### config.mk
export PLATFORM = sky130hd
export DESIGN_NAME = sensor_config_alarm_regs
export DESIGN_NICKNAME = d
export VERILOG_FILES = /design/src/hdl/sensor_regs_pkg.sv /design/src/hdl/alarm_compare.sv /design/src/hdl/event_status.sv /design/src/hdl/sensor_config_alarm_regs.sv
export VERILOG_INCLUDE_DIRS = /design/src /design/src/hdl
export SDC_FILE = /design/constraint.sdc
export NUM_CORES = 1
export LEC_CHECK = 0
export ABC_AREA = 1
export BUFFER_PORTS_ARGS = -buffer_cell sky130_fd_sc_hd__buf_2
export CAP_MARGIN = 0
export CORE_MARGIN = 10
export CORE_UTILIZATION = 53
export DETAILED_ROUTE_END_ITERATION = 7
export PLACE_DENSITY = 0.87
export SKIP_LAST_GASP = 1
export SLEW_MARGIN = 20
export SYNTH_ARGS = -nofsm -noshare
export SYNTH_HDL_FRONTEND = slang
export SYNTH_SLANG_ARGS = --single-unit
export TNS_END_PERCENT = 100
### constraint.sdc
create_clock -name ref_clk -period 4.2 [get_ports ref_clk]
set_input_delay 1.05 -clock ref_clk [delete_from_list [all_inputs] [get_ports ref_clk]]
set_output_delay 1.05 -clock ref_clk [all_outputs]
set_load 0.01 [all_outputs]
### src/hdl/sensor_regs_map.svh
// offsets, field positions and reset values of the sensor register bank
// assumes byte address = 4 * register index on the bus
`ifndef SENSOR_REGS_MAP_SVH
`define SENSOR_REGS_MAP_SVH

// register indices
`define IDX_ALARM_STATUS 6'h00
`define IDX_ALARM_MASK 6'h01
`define IDX_FILL_COUNT 6'h07
`define IDX_READ_PORT 6'h08
`define IDX_CFG_ONE 6'h09
`define IDX_CFG_TWO 6'h0A
`define IDX_SYS_CTRL 6'h0C
`define IDX_UPPER_HIGH 6'h10
`define IDX_UPPER_LOW 6'h11
`define IDX_LOWER_HIGH 6'h12
`define IDX_LOWER_LOW 6'h13

// reset values
`define RST_ALARM_MASK 8'h00
`define RST_CFG_ONE 8'h0F
`define RST_CFG_TWO 8'h00
`define RST_SYS_CTRL 1'b0
`define RST_UPPER_HIGH 8'h7F
`define RST_UPPER_LOW 8'hFF
`define RST_LOWER_HIGH 8'h80
`define RST_LOWER_LOW 8'h00

// field positions and writable masks
`define BIT_SOFT_RESET 0
`define BIT_OVER_LIMIT 1
`define BIT_UNDER_LIMIT 2
`define BIT_ROLLOVER 1
`define BIT_AFULL_TYPE 2
`define BIT_READ_CLEARS 3
`define BIT_FLUSH 4
`define MASK_CFG_ONE 8'h1F
`define MASK_CFG_TWO 8'h1E
`define MASK_ALARM_BITS 8'h06

`endif

### src/hdl/sensor_regs_pkg.sv
// types shared by the sensor register bank and its neighbours
// assumes nothing beyond a SystemVerilog compiler
package sensor_regs_pkg;

	typedef logic [7:0] byte_t;

	typedef enum logic {
		BUS_IDLE,
		BUS_ANSWER
	} bus_state_e;

	typedef struct packed {
		logic signed [15:0] upper;
		logic signed [15:0] lower;
	} limits_s;

	typedef struct packed {
		logic [4:0] almostFullLevel;
		logic flush;
		logic queueReadClearsFlags;
		logic almostFullType;
		logic queueRollover;
	} queue_cfg_s;

endpackage

### src/hdl/alarm_compare.sv
// signed comparison of a fresh measurement against both alarm limits
// assumes sample and valid come from logic on the same clock
`timescale 1ns/10ps
`default_nettype none
module alarm_compare
	import sensor_regs_pkg::*;
(
	input wire logic sampleValid,
	input wire logic signed [15:0] sampleValue,
	input wire limits_s limits,
	output logic overEvent,
	output logic underEvent
);

	always_comb begin
		overEvent = sampleValid && (sampleValue > limits.upper);
		underEvent = sampleValid && (sampleValue < limits.lower);
	end

endmodule
`default_nettype wire

### src/hdl/event_status.sv
// sticky event bits with enable mask and one level interrupt
// assumes set, clear and mask inputs are on the same clock
`timescale 1ns/10ps
`default_nettype none
module event_status #(
	parameter int WIDTH = 8
) (
	input wire logic ref_clk,
	input wire logic rst_n,
	input wire logic softReset,
	input wire logic [WIDTH-1:0] setBits,
	input wire logic [WIDTH-1:0] clearBits,
	input wire logic [WIDTH-1:0] enableBits,
	output logic [WIDTH-1:0] status,
	output logic irq
);

	logic [WIDTH-1:0] status_reg;
	logic [WIDTH-1:0] status_next;

	genvar i;
	generate
		for (i = 0; i < WIDTH; i++) begin : gBit
			// a set arriving with the clear wins
			always_comb begin
				if (softReset) begin
					status_next[i] = 1'b0;
				end else if (setBits[i]) begin
					status_next[i] = 1'b1;
				end else if (clearBits[i]) begin
					status_next[i] = 1'b0;
				end else begin
					status_next[i] = status_reg[i];
				end
			end
		end
	endgenerate

	always_ff @(posedge ref_clk or negedge rst_n) begin
		if (!rst_n) begin
			status_reg <= '0;
		end else begin
			status_reg <= status_next;
		end
	end

	assign status = status_reg;
	assign irq = |(status_reg & enableBits);

endmodule
`default_nettype wire

### src/hdl/sensor_config_alarm_regs.sv
// register bank of the sensor: queue config, soft reset, alarm limits
// assumes an Avalon-MM master on ref_clk; byte address = 4 * index
`include "sensor_regs_map.svh"
`timescale 1ns/10ps
`default_nettype none
module sensor_config_alarm_regs
	import sensor_regs_pkg::*;
#(
	parameter int ADDR_WIDTH = 8,
	parameter int FILL_WIDTH = 6
) (
	input wire logic ref_clk,
	input wire logic rst_n,
	input wire logic [ADDR_WIDTH-1:0] address,
	input wire logic read,
	input wire logic write,
	input wire logic [31:0] writedata,
	output logic [31:0] readdata,
	output logic waitrequest,
	input wire logic tempValid,
	input wire logic signed [15:0] tempValue,
	input wire logic [FILL_WIDTH-1:0] queueFillCount,
	input wire logic [7:0] queueData,
	output logic queueReadPulse,
	output queue_cfg_s queueCfg,
	output limits_s alarmLimits,
	output logic [7:0] alarmStatus,
	output logic irq
);

	// index match, shared by the read and the write decode
	function automatic logic isIdx(
		input logic [ADDR_WIDTH-1:0] addr,
		input logic [5:0] idx
	);
		logic [ADDR_WIDTH-1:0] want;
		want = '0;
		want[7:2] = idx;
		isIdx = (addr == want);
	endfunction

	// bus handshake state
	bus_state_e busState_reg;
	bus_state_e busState_next;
	logic [31:0] readData_reg;
	logic [31:0] readData_next;
	logic request;
	logic accept;
	logic acceptRead;
	logic acceptWrite;

	// configuration state
	byte_t cfgOne_reg;
	byte_t cfgOne_next;
	byte_t cfgTwo_reg;
	byte_t cfgTwo_next;
	byte_t alarmMask_reg;
	byte_t alarmMask_next;
	byte_t upperHigh_reg;
	byte_t upperHigh_next;
	byte_t upperLow_reg;
	byte_t upperLow_next;
	byte_t lowerHigh_reg;
	byte_t lowerHigh_next;
	byte_t lowerLow_reg;
	byte_t lowerLow_next;
	logic softReset_reg;
	logic softReset_next;

	// access strobes; at most one write strobe and one read strobe are high in any cycle
	logic wrSysCtrl;
	logic wrAlarmMask;
	logic wrCfgOne;
	logic wrCfgTwo;
	logic wrUpperHigh;
	logic wrUpperLow;
	logic wrLowerHigh;
	logic wrLowerLow;
	logic wrStatus;
	logic rdStatus;
	logic rdQueuePort;

	// alarm events and status clearing
	logic overLimitFlag;
	logic underLimitFlag;
	logic [7:0] alarmSet;
	logic [7:0] alarmClear;
	logic [7:0] statusBits;
	byte_t readByte;

	assign request = read || write;
	assign accept = request && (busState_reg == BUS_ANSWER);
	assign acceptRead = accept && read;
	assign acceptWrite = accept && write;
	assign waitrequest = request && !accept;

	// answer one cycle after a request is seen; held off during soft reset
	always_comb begin
		busState_next = busState_reg;
		case (busState_reg)
			BUS_IDLE: begin
				if (request && !softReset_reg) begin
					busState_next = BUS_ANSWER;
				end
			end
			BUS_ANSWER: begin
				busState_next = BUS_IDLE;
			end
			default: begin
				busState_next = BUS_IDLE;
			end
		endcase
	end

	// read mux; unmapped and write-only registers read zero
	always_comb begin
		readByte = 8'h00;
		if (isIdx(address, `IDX_ALARM_STATUS)) begin
			readByte = statusBits;
		end else if (isIdx(address, `IDX_ALARM_MASK)) begin
			readByte = alarmMask_reg;
		end else if (isIdx(address, `IDX_FILL_COUNT)) begin
			readByte = 8'(queueFillCount);
		end else if (isIdx(address, `IDX_READ_PORT)) begin
			readByte = queueData;
		end else if (isIdx(address, `IDX_CFG_ONE)) begin
			readByte = cfgOne_reg;
		end else if (isIdx(address, `IDX_CFG_TWO)) begin
			readByte = cfgTwo_reg;
		end else if (isIdx(address, `IDX_UPPER_HIGH)) begin
			readByte = upperHigh_reg;
		end else if (isIdx(address, `IDX_UPPER_LOW)) begin
			readByte = upperLow_reg;
		end else if (isIdx(address, `IDX_LOWER_HIGH)) begin
			readByte = lowerHigh_reg;
		end else if (isIdx(address, `IDX_LOWER_LOW)) begin
			readByte = lowerLow_reg;
		end
	end

	// read data captured when the request is first seen
	always_comb begin
		readData_next = readData_reg;
		if (read && busState_reg == BUS_IDLE && !softReset_reg) begin
			readData_next = {24'h00_0000, readByte};
		end
	end

	always_ff @(posedge ref_clk or negedge rst_n) begin
		if (!rst_n) begin
			busState_reg <= BUS_IDLE;
			readData_reg <= 32'h0000_0000;
		end else begin
			busState_reg <= busState_next;
			readData_reg <= readData_next;
		end
	end

	assign readdata = readData_reg;
	assign queueReadPulse = rdQueuePort;

	// write strobes
	// the soft reset cycle never accepts, so strobes stay low in it
	always_comb begin
		wrSysCtrl = acceptWrite && isIdx(address, `IDX_SYS_CTRL);
		wrAlarmMask = acceptWrite && isIdx(address, `IDX_ALARM_MASK);
		wrCfgOne = acceptWrite && isIdx(address, `IDX_CFG_ONE);
		wrCfgTwo = acceptWrite && isIdx(address, `IDX_CFG_TWO);
		wrUpperHigh = acceptWrite && isIdx(address, `IDX_UPPER_HIGH);
		wrUpperLow = acceptWrite && isIdx(address, `IDX_UPPER_LOW);
		wrLowerHigh = acceptWrite && isIdx(address, `IDX_LOWER_HIGH);
		wrLowerLow = acceptWrite && isIdx(address, `IDX_LOWER_LOW);
		wrStatus = acceptWrite && isIdx(address, `IDX_ALARM_STATUS);
	end

	// read strobes, high in the accepting cycle only
	// a read of the queue port pops one byte
	always_comb begin
		rdStatus = acceptRead && isIdx(address, `IDX_ALARM_STATUS);
		rdQueuePort = acceptRead && isIdx(address, `IDX_READ_PORT);
	end

	// soft reset: high for one cycle, then clears itself
	// requests wait out that cycle, so no write races the defaults
	always_comb begin
		softReset_next = `RST_SYS_CTRL;
		if (wrSysCtrl) begin
			softReset_next = writedata[`BIT_SOFT_RESET];
		end
	end

	always_ff @(posedge ref_clk or negedge rst_n) begin
		if (!rst_n) begin
			softReset_reg <= `RST_SYS_CTRL;
		end else begin
			softReset_reg <= softReset_next;
		end
	end

	// queue configuration and alarm enables
	// reserved bits are masked on write, so they read back zero
	always_comb begin
		cfgOne_next = cfgOne_reg;
		cfgTwo_next = cfgTwo_reg;
		alarmMask_next = alarmMask_reg;
		if (softReset_reg) begin
			cfgOne_next = `RST_CFG_ONE;
			cfgTwo_next = `RST_CFG_TWO;
			alarmMask_next = `RST_ALARM_MASK;
		end else begin
			if (wrCfgOne) begin
				cfgOne_next = writedata[7:0] & `MASK_CFG_ONE;
			end
			if (wrCfgTwo) begin
				cfgTwo_next = writedata[7:0] & `MASK_CFG_TWO;
			end
			if (wrAlarmMask) begin
				alarmMask_next = writedata[7:0] & `MASK_ALARM_BITS;
			end
		end
	end

	always_ff @(posedge ref_clk or negedge rst_n) begin
		if (!rst_n) begin
			cfgOne_reg <= `RST_CFG_ONE;
			cfgTwo_reg <= `RST_CFG_TWO;
			alarmMask_reg <= `RST_ALARM_MASK;
		end else begin
			cfgOne_reg <= cfgOne_next;
			cfgTwo_reg <= cfgTwo_next;
			alarmMask_reg <= alarmMask_next;
		end
	end

	// alarm limit bytes; each byte updates alone, so software
	// sees a mixed limit between the two byte writes
	always_comb begin
		upperHigh_next = upperHigh_reg;
		upperLow_next = upperLow_reg;
		lowerHigh_next = lowerHigh_reg;
		lowerLow_next = lowerLow_reg;
		if (softReset_reg) begin
			upperHigh_next = `RST_UPPER_HIGH;
			upperLow_next = `RST_UPPER_LOW;
			lowerHigh_next = `RST_LOWER_HIGH;
			lowerLow_next = `RST_LOWER_LOW;
		end else begin
			if (wrUpperHigh) begin
				upperHigh_next = writedata[7:0];
			end
			if (wrUpperLow) begin
				upperLow_next = writedata[7:0];
			end
			if (wrLowerHigh) begin
				lowerHigh_next = writedata[7:0];
			end
			if (wrLowerLow) begin
				lowerLow_next = writedata[7:0];
			end
		end
	end

	always_ff @(posedge ref_clk or negedge rst_n) begin
		if (!rst_n) begin
			upperHigh_reg <= `RST_UPPER_HIGH;
			upperLow_reg <= `RST_UPPER_LOW;
			lowerHigh_reg <= `RST_LOWER_HIGH;
			lowerLow_reg <= `RST_LOWER_LOW;
		end else begin
			upperHigh_reg <= upperHigh_next;
			upperLow_reg <= upperLow_next;
			lowerHigh_reg <= lowerHigh_next;
			lowerLow_reg <= lowerLow_next;
		end
	end

	// limits assembled high byte first
	always_comb begin
		alarmLimits.upper = {upperHigh_reg, upperLow_reg};
		alarmLimits.lower = {lowerHigh_reg, lowerLow_reg};
	end

	// queue controls taken from the two configuration registers
	always_comb begin
		queueCfg.almostFullLevel = cfgOne_reg[4:0];
		queueCfg.flush = cfgTwo_reg[`BIT_FLUSH];
		queueCfg.queueReadClearsFlags = cfgTwo_reg[`BIT_READ_CLEARS];
		queueCfg.almostFullType = cfgTwo_reg[`BIT_AFULL_TYPE];
		queueCfg.queueRollover = cfgTwo_reg[`BIT_ROLLOVER];
	end

	// compare runs on every measurement, limits as they stand
	alarm_compare uCompare (
		.sampleValid(tempValid),
		.sampleValue(tempValue),
		.limits(alarmLimits),
		.overEvent(overLimitFlag),
		.underEvent(underLimitFlag)
	);

	// status clears on a read of it, or by writing ones
	always_comb begin
		alarmSet = 8'h00;
		alarmSet[`BIT_OVER_LIMIT] = overLimitFlag;
		alarmSet[`BIT_UNDER_LIMIT] = underLimitFlag;
		alarmClear = 8'h00;
		if (rdStatus) begin
			// clear only the bits this read reported, so an event
			// that lands after the capture is kept
			alarmClear = readData_reg[7:0] & `MASK_ALARM_BITS;
		end else if (wrStatus) begin
			alarmClear = writedata[7:0] & `MASK_ALARM_BITS;
		end
	end

	event_status #(
		.WIDTH(8)
	) uStatus (
		.ref_clk(ref_clk),
		.rst_n(rst_n),
		.softReset(softReset_reg),
		.setBits(alarmSet),
		.clearBits(alarmClear),
		.enableBits(alarmMask_reg),
		.status(statusBits),
		.irq(irq)
	);

	assign alarmStatus = statusBits;

endmodule
`default_nettype wire

==> results of run 1 <==
[metal layers]
layer / GRT usage, % / vias up
li1: - / 1864
met1: 26.86 / 1808
met2: 37.02 / 183
met5: 0 / -
met4: 6.190 / 0
met3: 4.324 / 16
[path summary, 6_finish.rpt]
path,start,endpoint,slack [ps],cells after the start
min in group asynchronous,rst_n,readdata[1],840,1
worst max-delay path,address[0],queueReadPulse,1070,9
max in group asynchronous,rst_n,upperLow_reg[7],2500,2
worst max register to register,softReset_reg,lowerLow_reg[3],2240,6
worst min-delay path,readdata[3],readdata[3],490,2
worst min register to register,readdata[3],readdata[3],490,2
[critical path, stage by stage]
cell and delay, ps:
sky130_fd_sc_hd__buf_2 110, sky130_fd_sc_hd__inv_2 40, sky130_fd_sc_hd__nand2_2 110, sky130_fd_sc_hd__nor3_4 210, sky130_fd_sc_hd__inv_2 80, sky130_fd_sc_hd__nor2_4 190
sky130_fd_sc_hd__inv_2 70, sky130_fd_sc_hd__nor2_1 80, sky130_fd_sc_hd__buf_2 140
[report_power, final]
| part | total (mW) | internal [mW] | switching [mW] |
|---|---|---|---|
| combinational | 0.266 | 0.0968 | 0.170 |
| sequential | 0.610 | 0.577 | 0.0334 |
| clock | 0.376 | 0.180 | 0.196 |
| total | 1.25 | 0.854 | 0.399 |
[cells by family after synthesis]
kind of cell,count (synthesis),share of synthesized area [%]
compound gates,92,13.15
other cells,1,0.09662
simple gates,242,26.72
fa+ha+maj,31,9.994
buf+inv,110,13.93
flops,55,36.11
[final cells by class]
type	count	area, um2
fill	665	2674
sequential	55	1401
timing repair buffer	106	535.5
clock buffer	5	68.82
multi-input combinational	395	2048
clock inverter	3	46.29
tap	99	123.9
inverter	74	277.8
[layout by cell type (no fill, tap or decap), types with 2 or more instances in the layout]
cell and instances:
sky130_fd_sc_hd__o211ai_1 3, sky130_fd_sc_hd__a21oi_1 37, sky130_fd_sc_hd__o21ai_1 16, sky130_fd_sc_hd__nand2_2 4, sky130_fd_sc_hd__nand2_1 137, sky130_fd_sc_hd__o21ai_0 23, sky130_fd_sc_hd__inv_1 65, sky130_fd_sc_hd__conb_1 30
sky130_fd_sc_hd__o21ai_4 2, sky130_fd_sc_hd__o22ai_1 7, sky130_fd_sc_hd__dfstp_2 20, sky130_fd_sc_hd__nor2_4 2, sky130_fd_sc_hd__nor2_1 55, sky130_fd_sc_hd__nand3_1 28, sky130_fd_sc_hd__ha_1 31, sky130_fd_sc_hd__inv_2 8
sky130_fd_sc_hd__dfrtp_1 35, sky130_fd_sc_hd__nand4_1 6, sky130_fd_sc_hd__buf_2 104, sky130_fd_sc_hd__buf_4 2, sky130_fd_sc_hd__nor4_1 2, sky130_fd_sc_hd__clkbuf_8 5
==> impl_results.md, run 1 <==
* Final min period at ~3100 ps
* End-of-flow core utilization at 62.74%
* Post-synthesis cell type with the largest combined area: sky130_fd_sc_hd__dfrtp_1
* Minimum hold slack at roughly 500 ps
* WP data arrival at 2080 ps
* Share of the clock period used by the worst path at between 70% and 80%
* Count of standard-cell rows at 31
* Top-level I/O count at 159
* Number of hold buffers added after CTS at 0
* EDFF count, synth at 0
* Main flop type after synthesis: sky130_fd_sc_hd__dfrtp_1
* Final cell area excluding filler cells at between 0.004 and 0.005 mm2
* Unrepaired setup endpoints after global routing: false
* Die area at 0.01115 mm2
* Setup Skew at around 11 ps
* Rel. slew slack at 39.30%
* Startpoint type of the worst setup path: primary input
* Vias in the first global route at 3,814
* Amount of wire on met2 after detailed routing at 5.950 mm
* Number of vias in the routed layout at 3,871
* Die outline height at approximately 110 um
* Leakage component of the power at 2.471 nW
* Final antenna-violating net count at 0
* Count of final setup violators at 0
* Synthesized area per cell at around 7.3 um2
* Met3 WL post-DR at 1.004 mm
* Number of antenna violations at the first check in global routing at 0
* Post-layout total power at 1.253 mW
* Last weighted congestion value of the routability-driven placer at 0.9624
* Deepest clock path buffer count at 2
* Post-layout instance count excluding filler cells at 737
* Worst min-delay path class: flip-flop to flip-flop
* Synthesized area at 0.003881 mm2
* Share of the yosys chip area belonging to registers at a little over a third
* Horizontal extent of the die at 105.6 um
* Total Negative Setup Slacks at 0 ps
* Largest fanout of any net on the critical path at 7
* First-iteration detailed-routing DRC count at 295
* Classification of the worst setup path: primary input to output pin
* CTS Root Cell: sky130_fd_sc_hd__clkbuf_8
* Layout-stage area growth over the synthesis result at 15.99%
* DRC violations left at 0
* Via density at 5.252
* Routed length on met1 at 5.042 mm
* Maximum number of pins on one net before global-route repair at 41
* Critical Path Sink Type: output pin
* Power per unit of standard cell area at 278.4 mW/mm2
* Drt wl/cell at 16.57 um
* Final max-slew violation count at 0
* H-tree levels at 2
* List of most frequent post-synthesis cells: sky130_fd_sc_hd__nand2_1 (137), sky130_fd_sc_hd__inv_1 (65), sky130_fd_sc_hd__nor2_1 (55)
* Number of flip-flops and latches in the synthesized netlist at 55
* Setup Fix Bufs, Post-CTS at 0
* Outcome: completed
* Worst slew pin tran at 910.5 ps
* Total wire length at 12.21 mm
* Fraction of registers with async set or reset after synthesis at between 90% and 100%
* Effective utilization at floorplan at between 50% and 60%
* Ranking of synthesized cells by area: sky130_fd_sc_hd__dfrtp_1 (23%), sky130_fd_sc_hd__dfstp_2 (14%), sky130_fd_sc_hd__nand2_1 (13%), sky130_fd_sc_hd__ha_1 (10%), sky130_fd_sc_hd__inv_1 (6.3%)
* Number of hold violations in the final report at 0
* Count of synthesis-stage warnings from yosys at 0
* Quantity of I/O buffers inserted on ports at 104
* DP Worst Slack at 1075 ps
* Global router's overall resource usage at 21.58%
* Wire length of the first global-routing pass at roughly 20 mm
* Placed standard-cell area at 0.004387 mm2
* Top layer used by detailed routing: met4
* Worst EP required at 3150 ps
* Count of different cell masters after synthesis at 35
* Post-cts repair resize count at 0
* Total clock buffers created by CTS at 5
* Count leader, synth: sky130_fd_sc_hd__nand2_1
* Worst path setup slack after routing at 1067 ps
* Post-placement cell count at 729
* DRT Pass-1 Iters at 5
* Share of layout cells above drive strength 1 at 24.29%
* Fmax at roughly 0.32 GHz
* Cells after Synth at 531
* Congestion Overflow GR at 0
* Number of sinks driven by the clock tree at 55
* Core outline area at slightly above 0.007 mm2
* TritonCTS clock tree: done
* Total of max-cap violations at 0
* Net total in the final layout at 743
* Portion of synthesized cell area occupied by the leading cell type at 22.57%
* Worst IR Drop VDD at ~0.21 mV
* Worst-Skew Late Latency at 320 ps
* Number of inserted diodes at 0
* Post-CTS clock slew at the launch and capture registers of the worst setup and hold paths at 110 ps
* Detailed Place HPWL at between 10 and 15 mm
No activity file was read; power rests on OpenSTA's default activity.
==> run 2, diff against run 1 <==
--- a/config.mk
+++ b/config.mk
@@ -6,13 +6,13 @@
 export SDC_FILE = /design/constraint.sdc
 export NUM_CORES = 1
 export LEC_CHECK = 0
-export ABC_AREA = 1
+export ABC_AREA = 0
 export BUFFER_PORTS_ARGS = -buffer_cell sky130_fd_sc_hd__buf_2
 export CAP_MARGIN = 0
 export CORE_MARGIN = 10
-export CORE_UTILIZATION = 53
+export CORE_UTILIZATION = 45
 export DETAILED_ROUTE_END_ITERATION = 7
-export PLACE_DENSITY = 0.87
+export PLACE_DENSITY = 0.78
 export SKIP_LAST_GASP = 1
 export SLEW_MARGIN = 20
 export SYNTH_ARGS = -nofsm -noshare
==> constraint.sdc (replaced) <==
create_clock -name ref_clk -period 2.66 [get_ports ref_clk]
set_input_delay 0.665 -clock ref_clk [delete_from_list [all_inputs] [get_ports ref_clk]]
set_output_delay 0.665 -clock ref_clk [all_outputs]
set_load 0.01 [all_outputs]
==> run 2 against run 1 <==
  * Utilization shrank 8.5 points
  * Synthesized cell count decreased by 14%
  * Sequential power grew 50%
  * Combinational power up 42%
  * Via count increased by 0.36%
  * Clock skew grew 1.2 ps
  * Setup slack got worse by 960 ps
  * Non-clock buffer count is 21 higher
  * Final area grew 4.5%
  * Clock power up 28%
  * Final cell count down 8.0%
  * Largest power group unchanged
  * Highest routed layer unchanged
==> impl_results.md, run 2 <==
* Post-CTS clock slew at the launch and capture registers of the worst setup and hold paths at 110 ps (about the same)
* Synthesized area per cell at 8.747 um2 (+20%)
* Met3 WL post-DR at 1.446 mm (+44%)
* Fmax at 0.3922 GHz
* Number of hold violations in the final report at 0 (unchanged)
* Post-placement cell count at 670 (-8.1%)
* Main flop type after synthesis: sky130_fd_sc_hd__dfrtp_1
* Final-layout fill cell count at 851 (+28%)
* Worst-Skew Late Latency at 320 ps (about the same)
* CP max-delay cell: sky130_fd_sc_hd__or3_1
* Wire length of the first global-routing pass at 20.92 mm (+6.9%)
* Count of standard-cell rows at 34 (+9.7%)
* Power per unit of standard cell area at 376.7 mW/mm2 (+35%)
* Number of sinks driven by the clock tree at 55 (unchanged)
* DRT Pass-1 Iters at 5 (unchanged)
* Ranking of synthesized cells by area: sky130_fd_sc_hd__dfrtp_1 (22%), sky130_fd_sc_hd__dfstp_2 (13%), sky130_fd_sc_hd__ha_1 (9.7%), sky130_fd_sc_hd__mux2i_1 (7.2%), sky130_fd_sc_hd__buf_4 (5.6%)
* DRC violations left at 0 (unchanged)
* Total wire length at 13.40 mm (+9.7%)
* Count leader, synth: sky130_fd_sc_hd__nor2_1
* Amount of wire on met2 after detailed routing at 6.088 mm (+2.3%)
* Startpoint type of the worst setup path: primary input
* Number of antenna violations at the first check in global routing at 0 (unchanged)
* Die outline height at 114.4 um (+8.3%)
* Die area at 0.01308 mm2 (+17%)
* Cell seen most often among critical-path stages: sky130_fd_sc_hd__buf_2
* Number of flip-flops and latches in the synthesized netlist at 55 (unchanged)
* Outcome: completed
* TritonCTS clock tree: done
* Relative contribution of the clock network to total power at 27.1% (-2.9 points)
* Switching power of the nets at 0.5632 mW (+41%)
* Setup Skew at 12.21 ps (+1.153 ps)
* Final cell area excluding filler cells at 0.004705 mm2 (+4.5%)
* Worst path bufs/invs at 2 (-3)
* Placed standard-cell area at 0.004613 mm2 (+5.2%)
* Vias in the first global route at 4,023 (+5.5%)
* Most common cell after layout, fill and taps aside: sky130_fd_sc_hd__buf_2
* Cells after Synth at 458 (-14%)
* Congestion Overflow GR at 0 (unchanged)
* Deepest clock path buffer count at 2 (unchanged)
* Cell count of the worst reg-to-reg path at 8 (+2)
* Total of max-cap violations at 0 (unchanged)
* Via density at 5.730 (+9.1%)
* Detailed Place HPWL at 10.70 mm (+6.4%)
* Fraction of registers with async set or reset after synthesis at 100.0% (unchanged)
* Effective utilization at floorplan at 46.16% (-7.9 points)
* Sw Ratio at 31.78% (-0.078 points)
* Horizontal extent of the die at 114.4 um (+8.3%)
* Share of the clock period used by the worst path at a little over nine tenths
* EDFF count, synth at 0 (unchanged)
* Number of vias in the routed layout at 3,885 (+0.36%)
* Number of inserted diodes at 0 (unchanged)
* CTS Root Cell: sky130_fd_sc_hd__clkbuf_8
* Cell-by-cell listing of the critical path: buf_2 > or2_1 > or3_1 > nor2_2 > and3_1 > buf_2
* Rel. slew slack at 52.62% (+13 points)
* Worst min-delay path class: primary input to asynchronous set/reset pin
* Count of synthesis-stage warnings from yosys at 0 (unchanged)
* Global router's overall resource usage at 19.95% (-1.6 points)
* Reg-to-reg startpoint: lowerHigh_reg[1]
* Crit path launch: address[1]
* Unrepaired setup endpoints after global routing: false
* Critical path depth at 6 (-3)
* Top-level I/O count at 159 (unchanged)
* FF+latch area at 0.001401 mm2 (unchanged)
* Layout-stage area growth over the synthesis result at 17.43%
* Worst IR Drop VDD at 0.2475 mV (+19%)
* Worst slew pin tran at 710.7 ps (-199.9 ps)
* Net total in the final layout at 675 (-9.2%)
* Post-layout instance count excluding filler cells at 678 (-8.0%)
* Total clock buffers created by CTS at 5 (unchanged)
* Last weighted congestion value of the routability-driven placer at 0.9417 (-2.2%)
* Quantity of I/O buffers inserted on ports at 104 (unchanged)
* Worst path setup slack after routing at 110.4 ps (-956.2 ps)
* Leakage component of the power at 2.527 nW (+2.3%)
* Top layer used by detailed routing: met4
* Area occupied by multi-input gates at 0.002255 mm2 (+10%)
* Internal power at 1.209 mW (+42%)
* End-of-flow core utilization at 54.21% (-8.5 points)
* Post-synthesis cell type with the largest combined area: sky130_fd_sc_hd__dfrtp_1
* Number of hold buffers added after CTS at 0 (unchanged)
* Final antenna-violating net count at 0 (unchanged)
* Seq pwr share at 51.5% (+2.8 points)
* Highest-count cells in the layout ignoring fill and taps: sky130_fd_sc_hd__buf_2 (104), sky130_fd_sc_hd__nor2_1 (59), sky130_fd_sc_hd__nand2_1 (35), sky130_fd_sc_hd__dfrtp_1 (35), sky130_fd_sc_hd__inv_1 (34)
* First-iteration detailed-routing DRC count at 207 (-30%)
* Comb power frac at 21.4% (about the same)
* Total Negative Setup Slacks at 0 ps (unchanged)
* Portion of synthesized cell area occupied by the leading cell type at 21.86% (-0.70 points)
* Core outline area at 0.008678 mm2 (+21%)
* DP Worst Slack at 93.35 ps (-981.9 ps)
* H-tree levels at 2 (unchanged)
* WP data arrival at 1880 ps (-200 ps)
* Worst path top cell family by delay: simple AND/OR/NAND/NOR gates
* Maximum number of pins on one net before global-route repair at 56 (+37%)
* Share of layout cells above drive strength 1 at 28.60% (+4.3 points)
* Count of final setup violators at 0 (unchanged)
* Worst EP required at 2000 ps (-1150 ps)
* Share of the yosys chip area belonging to registers at 34.98% (-1.1 points)
* Largest fanout of any net on the critical path at 4 (-3)
* Synthesized area at 0.004006 mm2 (+3.2%)
* Routed length on met1 at 5.413 mm (+7.4%)
* Classification of the worst setup path: primary input to output pin
* Final max-slew violation count at 0 (unchanged)
* Slowest cell delay on critical path at 390 ps (+180 ps)
* Drt wl/cell at 19.76 um (+19%)
* List of most frequent post-synthesis cells: sky130_fd_sc_hd__nor2_1 (60), sky130_fd_sc_hd__dfrtp_1 (35), sky130_fd_sc_hd__nand2_1 (35)
* Count of different cell masters after synthesis at 58 (+66%)
* Critical Path Sink Type: output pin
* Final min period at ~2500 ps
run 2: layout make-up:
| type | count | area share, % |
|---|---|---|
| multi-input cells | 345 | 47.93 |
| well taps | 108 | 2.872 |
| clock inverters | 3 | 0.4255 |
| clock buffers | 5 | 1.463 |
| repair buffers | 127 | 14.73 |
| inverters | 35 | 2.793 |
| flip-flops and latches | 55 | 29.79 |
run 2: path summary, 6_finish.rpt:
check | endpoint | slack [ps]
max | queueReadPulse | 110
min | lowerLow_reg[4] | 480
max reg2reg | uStatus.status[2] | 510
min reg2reg | readdata[5] | 490
max in group asynchronous | lowerHigh_reg[6] | 1720
min in group ref_clk | readdata[5] | 490
run 2: power by group through the flow:
stage	logic, mW	clock network (mW)	registers (mW)
6_report	0.379	0.481	0.912
5_1_grt	0.422	0.516	0.917
4_1_cts	0.377	0.494	0.911
3_5_place_dp	0.375	0	0.926
3_3_place_gp	0.360	0	0.924
2_1_floorplan	0.225	0	0.927
run 2: what timing repair did:
item / 4_1_cts / 5_1_grt
endpoints found under the setup margin: 0 / 1
buffers inserted: 0 / 0
gates resized for setup: 0 / 1
run 2: per-layer routing:
metal	global-route usage [%]	up-vias
li1	-	1783
met1	25.19	1857
met2	31.66	210
met3	5.922	35
met4	6.934	0
met5	0	-
run 2: cells by family (layout without fill, tap and decap cells):
| family | count (synthesis) | in the layout | share of synthesized area, % |
|---|---|---|---|
| AND/OR/NAND/NOR | 149 | 149 | 17.86 |
| AO/OA/AOI/OAI | 105 | 105 | 18.05 |
| buffers and inverters | 87 | 170 | 11.52 |
| flip-flops | 55 | 55 | 34.98 |
| adder cells (fa/ha/maj) | 31 | 31 | 9.681 |
| multiplexers | 30 | 30 | 7.808 |
| other | 1 | 30 | 0.09360 |
run 2: metrics by stage:
step / total power [mW] / hold WS, ps
6_report: 1.772 / 484.2
5_1_grt: 1.855 / 529.9
4_1_cts: 1.782 / 498.5
3_5_place_dp: 1.301 / 474.3
3_3_place_gp: 1.285 / 466.7
2_1_floorplan: 1.152 / 369.4
==> run 3, diff against run 2 <==
--- a/config.mk
+++ b/config.mk
@@ -10,9 +10,9 @@
 export BUFFER_PORTS_ARGS = -buffer_cell sky130_fd_sc_hd__buf_2
 export CAP_MARGIN = 0
 export CORE_MARGIN = 10
-export CORE_UTILIZATION = 45
+export CORE_UTILIZATION = 50
 export DETAILED_ROUTE_END_ITERATION = 7
-export PLACE_DENSITY = 0.78
+export PLACE_DENSITY = 0.82
 export SKIP_LAST_GASP = 1
 export SLEW_MARGIN = 20
 export SYNTH_ARGS = -nofsm -noshare
==> constraint.sdc (replaced) <==
create_clock -name ref_clk -period 2.52 [get_ports ref_clk]
set_input_delay 0.63 -clock ref_clk [delete_from_list [all_inputs] [get_ports ref_clk]]
set_output_delay 0.63 -clock ref_clk [all_outputs]
set_load 0.01 [all_outputs]
==> run 3 against run 2 <==
  * Clock skew increased by 3.8 ps
  * Total power rose by 7.1%
  * Utilization is 7.7 points higher
  * Combinational power up 8.7%
  * Critical path depth did not move
  * Register-to-register slack got worse by 60 ps
  * Non-clock buffer count up 7
  * Sequential share of layout area down 0.63 points
  * Highest routed layer unchanged
==> impl_results.md, run 3 (synthesis gave the netlist of run 2 again) <==
* Top-level I/O count at 159 (unchanged)
* Congestion Overflow GR at 0 (unchanged)
* Quantity of I/O buffers inserted on ports at 104 (unchanged)
* DP Worst Slack at 16.80 ps (-76.55 ps)
* Worst EP required at 1890 ps (-110 ps)
* Final max-slew violation count at 0 (unchanged)
* Layout-stage area growth over the synthesis result at 19.96%
* Leakage component of the power at 2.584 nW (+2.2%)
* Largest fanout of any net on the critical path at 4 (unchanged)
* Number of hold violations in the final report at 0 (unchanged)
* Post-CTS clock slew at the launch and capture registers of the worst setup and hold paths at 110 ps (about the same)
* Highest-count cells in the layout ignoring fill and taps: sky130_fd_sc_hd__buf_2 (104), sky130_fd_sc_hd__nor2_1 (59), sky130_fd_sc_hd__nand2_1 (35), sky130_fd_sc_hd__dfrtp_1 (35), sky130_fd_sc_hd__inv_1 (34)
* Worst IR Drop VDD at 0.2256 mV (-8.8%)
* Final cell area excluding filler cells at 0.004806 mm2 (+2.2%)
* Most common cell after layout, fill and taps aside: sky130_fd_sc_hd__buf_2
* Outcome: completed
* WP data arrival at 1800 ps (-80 ps)
* Startpoint type of the worst setup path: primary input
* Final min period at between 2000 and 2500 ps
* Relative contribution of the clock network to total power at 27.6% (+0.5 points)
* Post-placement cell count at 671 (+0.15%)
* Total wire length at 13.44 mm (+0.30%)
* Maximum number of pins on one net before global-route repair at 49 (-13%)
* Switching power of the nets at 0.6071 mW (+7.8%)
* Power per unit of standard cell area at 394.9 mW/mm2 (+4.9%)
* Worst-Skew Late Latency at 320 ps (about the same)
* Unrepaired setup endpoints after global routing: false
* Rel. slew slack at 62.67% (+10 points)
* Internal power at 1.291 mW (+6.8%)
* Sw Ratio at 31.99% (+0.21 points)
* Seq pwr share at 50.7% (-0.8 points)
* DRT Pass-1 Iters at 5 (unchanged)
* H-tree levels at 2 (unchanged)
* TritonCTS clock tree: done
* Vias in the first global route at 3,907 (-2.9%)
* Number of vias in the routed layout at 3,874 (-0.28%)
* Detailed Place HPWL at 10.86 mm (+1.6%)
* Post-layout total power at 1.898 mW (+7.1%)
* Worst slew pin tran at 559.9 ps (-150.7 ps)
* Net total in the final layout at 682 (+1.0%)
* Via density at 5.705 (-0.43%)
* Total Negative Setup Slacks at 0 ps (unchanged)
* Drt wl/cell at 19.79 um (+0.15%)
* Total clock buffers created by CTS at 5 (unchanged)
* Die area at 0.01199 mm2 (-8.3%)
* Placed standard-cell area at 0.004708 mm2 (+2.1%)
* Count of standard-cell rows at 32 (-5.9%)
* Post-layout instance count excluding filler cells at 679 (+0.15%)
* Deepest clock path buffer count at 2 (unchanged)
* Fmax at 0.4120 GHz
* Number of inserted diodes at 0 (unchanged)
* Number of antenna violations at the first check in global routing at 0 (unchanged)
* Final antenna-violating net count at 0 (unchanged)
* Classification of the worst setup path: primary input to output pin
* Total of max-cap violations at 0 (unchanged)
* Die outline height at 109.5 um (-4.2%)
* DRC violations left at 0 (unchanged)
* Number of sinks driven by the clock tree at 55 (unchanged)
* Wire length of the first global-routing pass at 20.40 mm (-2.5%)
* Global router's overall resource usage at 21.72% (+1.8 points)
* First-iteration detailed-routing DRC count at 266 (+29%)
* Share of the clock period used by the worst path at 96.32%
* Critical Path Sink Type: output pin
* Effective utilization at floorplan at 51.58% (+5.4 points)
* Horizontal extent of the die at 109.5 um (-4.2%)
* CTS Root Cell: sky130_fd_sc_hd__clkbuf_8
* Core outline area at 0.007767 mm2 (-10%)
* Comb power frac at 21.7% (+0.3 points)
* Share of layout cells above drive strength 1 at 29.64% (+1.0 points)
* Count of final setup violators at 0 (unchanged)
* Worst path setup slack after routing at 92.74 ps (-17.62 ps)
* Final-layout fill cell count at 698 (-18%)
* Worst min-delay path class: primary input to asynchronous set/reset pin
* Last weighted congestion value of the routability-driven placer at 0.9348 (-0.73%)
* Setup Skew at 16.00 ps (+3.793 ps)
-- run 3: cell count changes in the layout (fill, tap and decap cells not counted), sizes merged --
cell	delta
inv	+1
clkinv	+1
buf	+7
clkinvlp	-2
-- run 3: stage by stage --
| stage | utilization [%] | hold WS, ps |
|---|---|---|
| after detailed placement | 60.62 | 474.6 |
| after CTS | 61.79 | 297.5 |
| after floorplan | - | 334.4 |
| after global routing | 61.87 | 324.3 |
| final | 61.87 | 282.7 |
| after global placement | 60.62 | 463.0 |
-- run 3: power by group through the flow --
stage          registers [mW]  logic (mW)  clock network [mW]
2_1_floorplan           0.979       0.238                   0
4_1_cts                 0.961       0.407               0.533
5_1_grt                 0.967       0.454               0.562
3_3_place_gp            0.976       0.394                   0
6_report                0.962       0.412               0.524
3_5_place_dp            0.977       0.405                   0
-- run 3: worst paths after layout --
| check | slack (ps) | to | startpoint | depth (start not counted) |
|---|---|---|---|---|
| worst max-delay path | 90 | queueReadPulse | address[1] | 6 |
| worst min-delay path | 280 | readdata[5] | rst_n | 1 |
| worst max register to register | 450 | uStatus.status[2] | lowerHigh_reg[1] | 8 |
| worst min register to register | 500 | readdata[5] | readdata[5] | 2 |
| max in group asynchronous | 1570 | upperLow_reg[3] | rst_n | 2 |
| min in group ref_clk | 500 | readdata[5] | readdata[5] | 2 |
-- run 3: per-layer routing --
layer | GRT usage [%] | vias up | share of wire (%)
li1 | - | 1796 | -
met3 | 4.447 | 22 | 9.6
met5 | 0 | - | 0
met2 | 35.01 | 186 | 47
met1 | 28.22 | 1870 | 41
met4 | 7.807 | 0 | 2.2
-- run 3: area by class of cell --
class / instances / area [um2] / area share, %
sequential: 55 / 1401 / 29.16
inverter: 35 / 131.4 / 2.734
clock buffer: 5 / 68.82 / 1.432
tap: 102 / 127.6 / 2.656
clock inverter: 3 / 22.52 / 0.4686
multi-input combinational: 345 / 2258 / 46.99
timing repair buffer: 134 / 795.8 / 16.56
-- run 3: repair_timing --
item / 4_1_cts / 5_1_grt
endpoints found under the setup margin: 0 / 1
resized for setup: 0 / 2
buffers inserted: 0 / 0
hold buffers: 0 / 0
-- run 3: worst max-delay path, cell delays in order --
cell and delay (ps):
sky130_fd_sc_hd__buf_2 120, sky130_fd_sc_hd__or2_1 240, sky130_fd_sc_hd__or3_1 350, sky130_fd_sc_hd__nor2_2 160, sky130_fd_sc_hd__and3_1 160, sky130_fd_sc_hd__buf_2 130
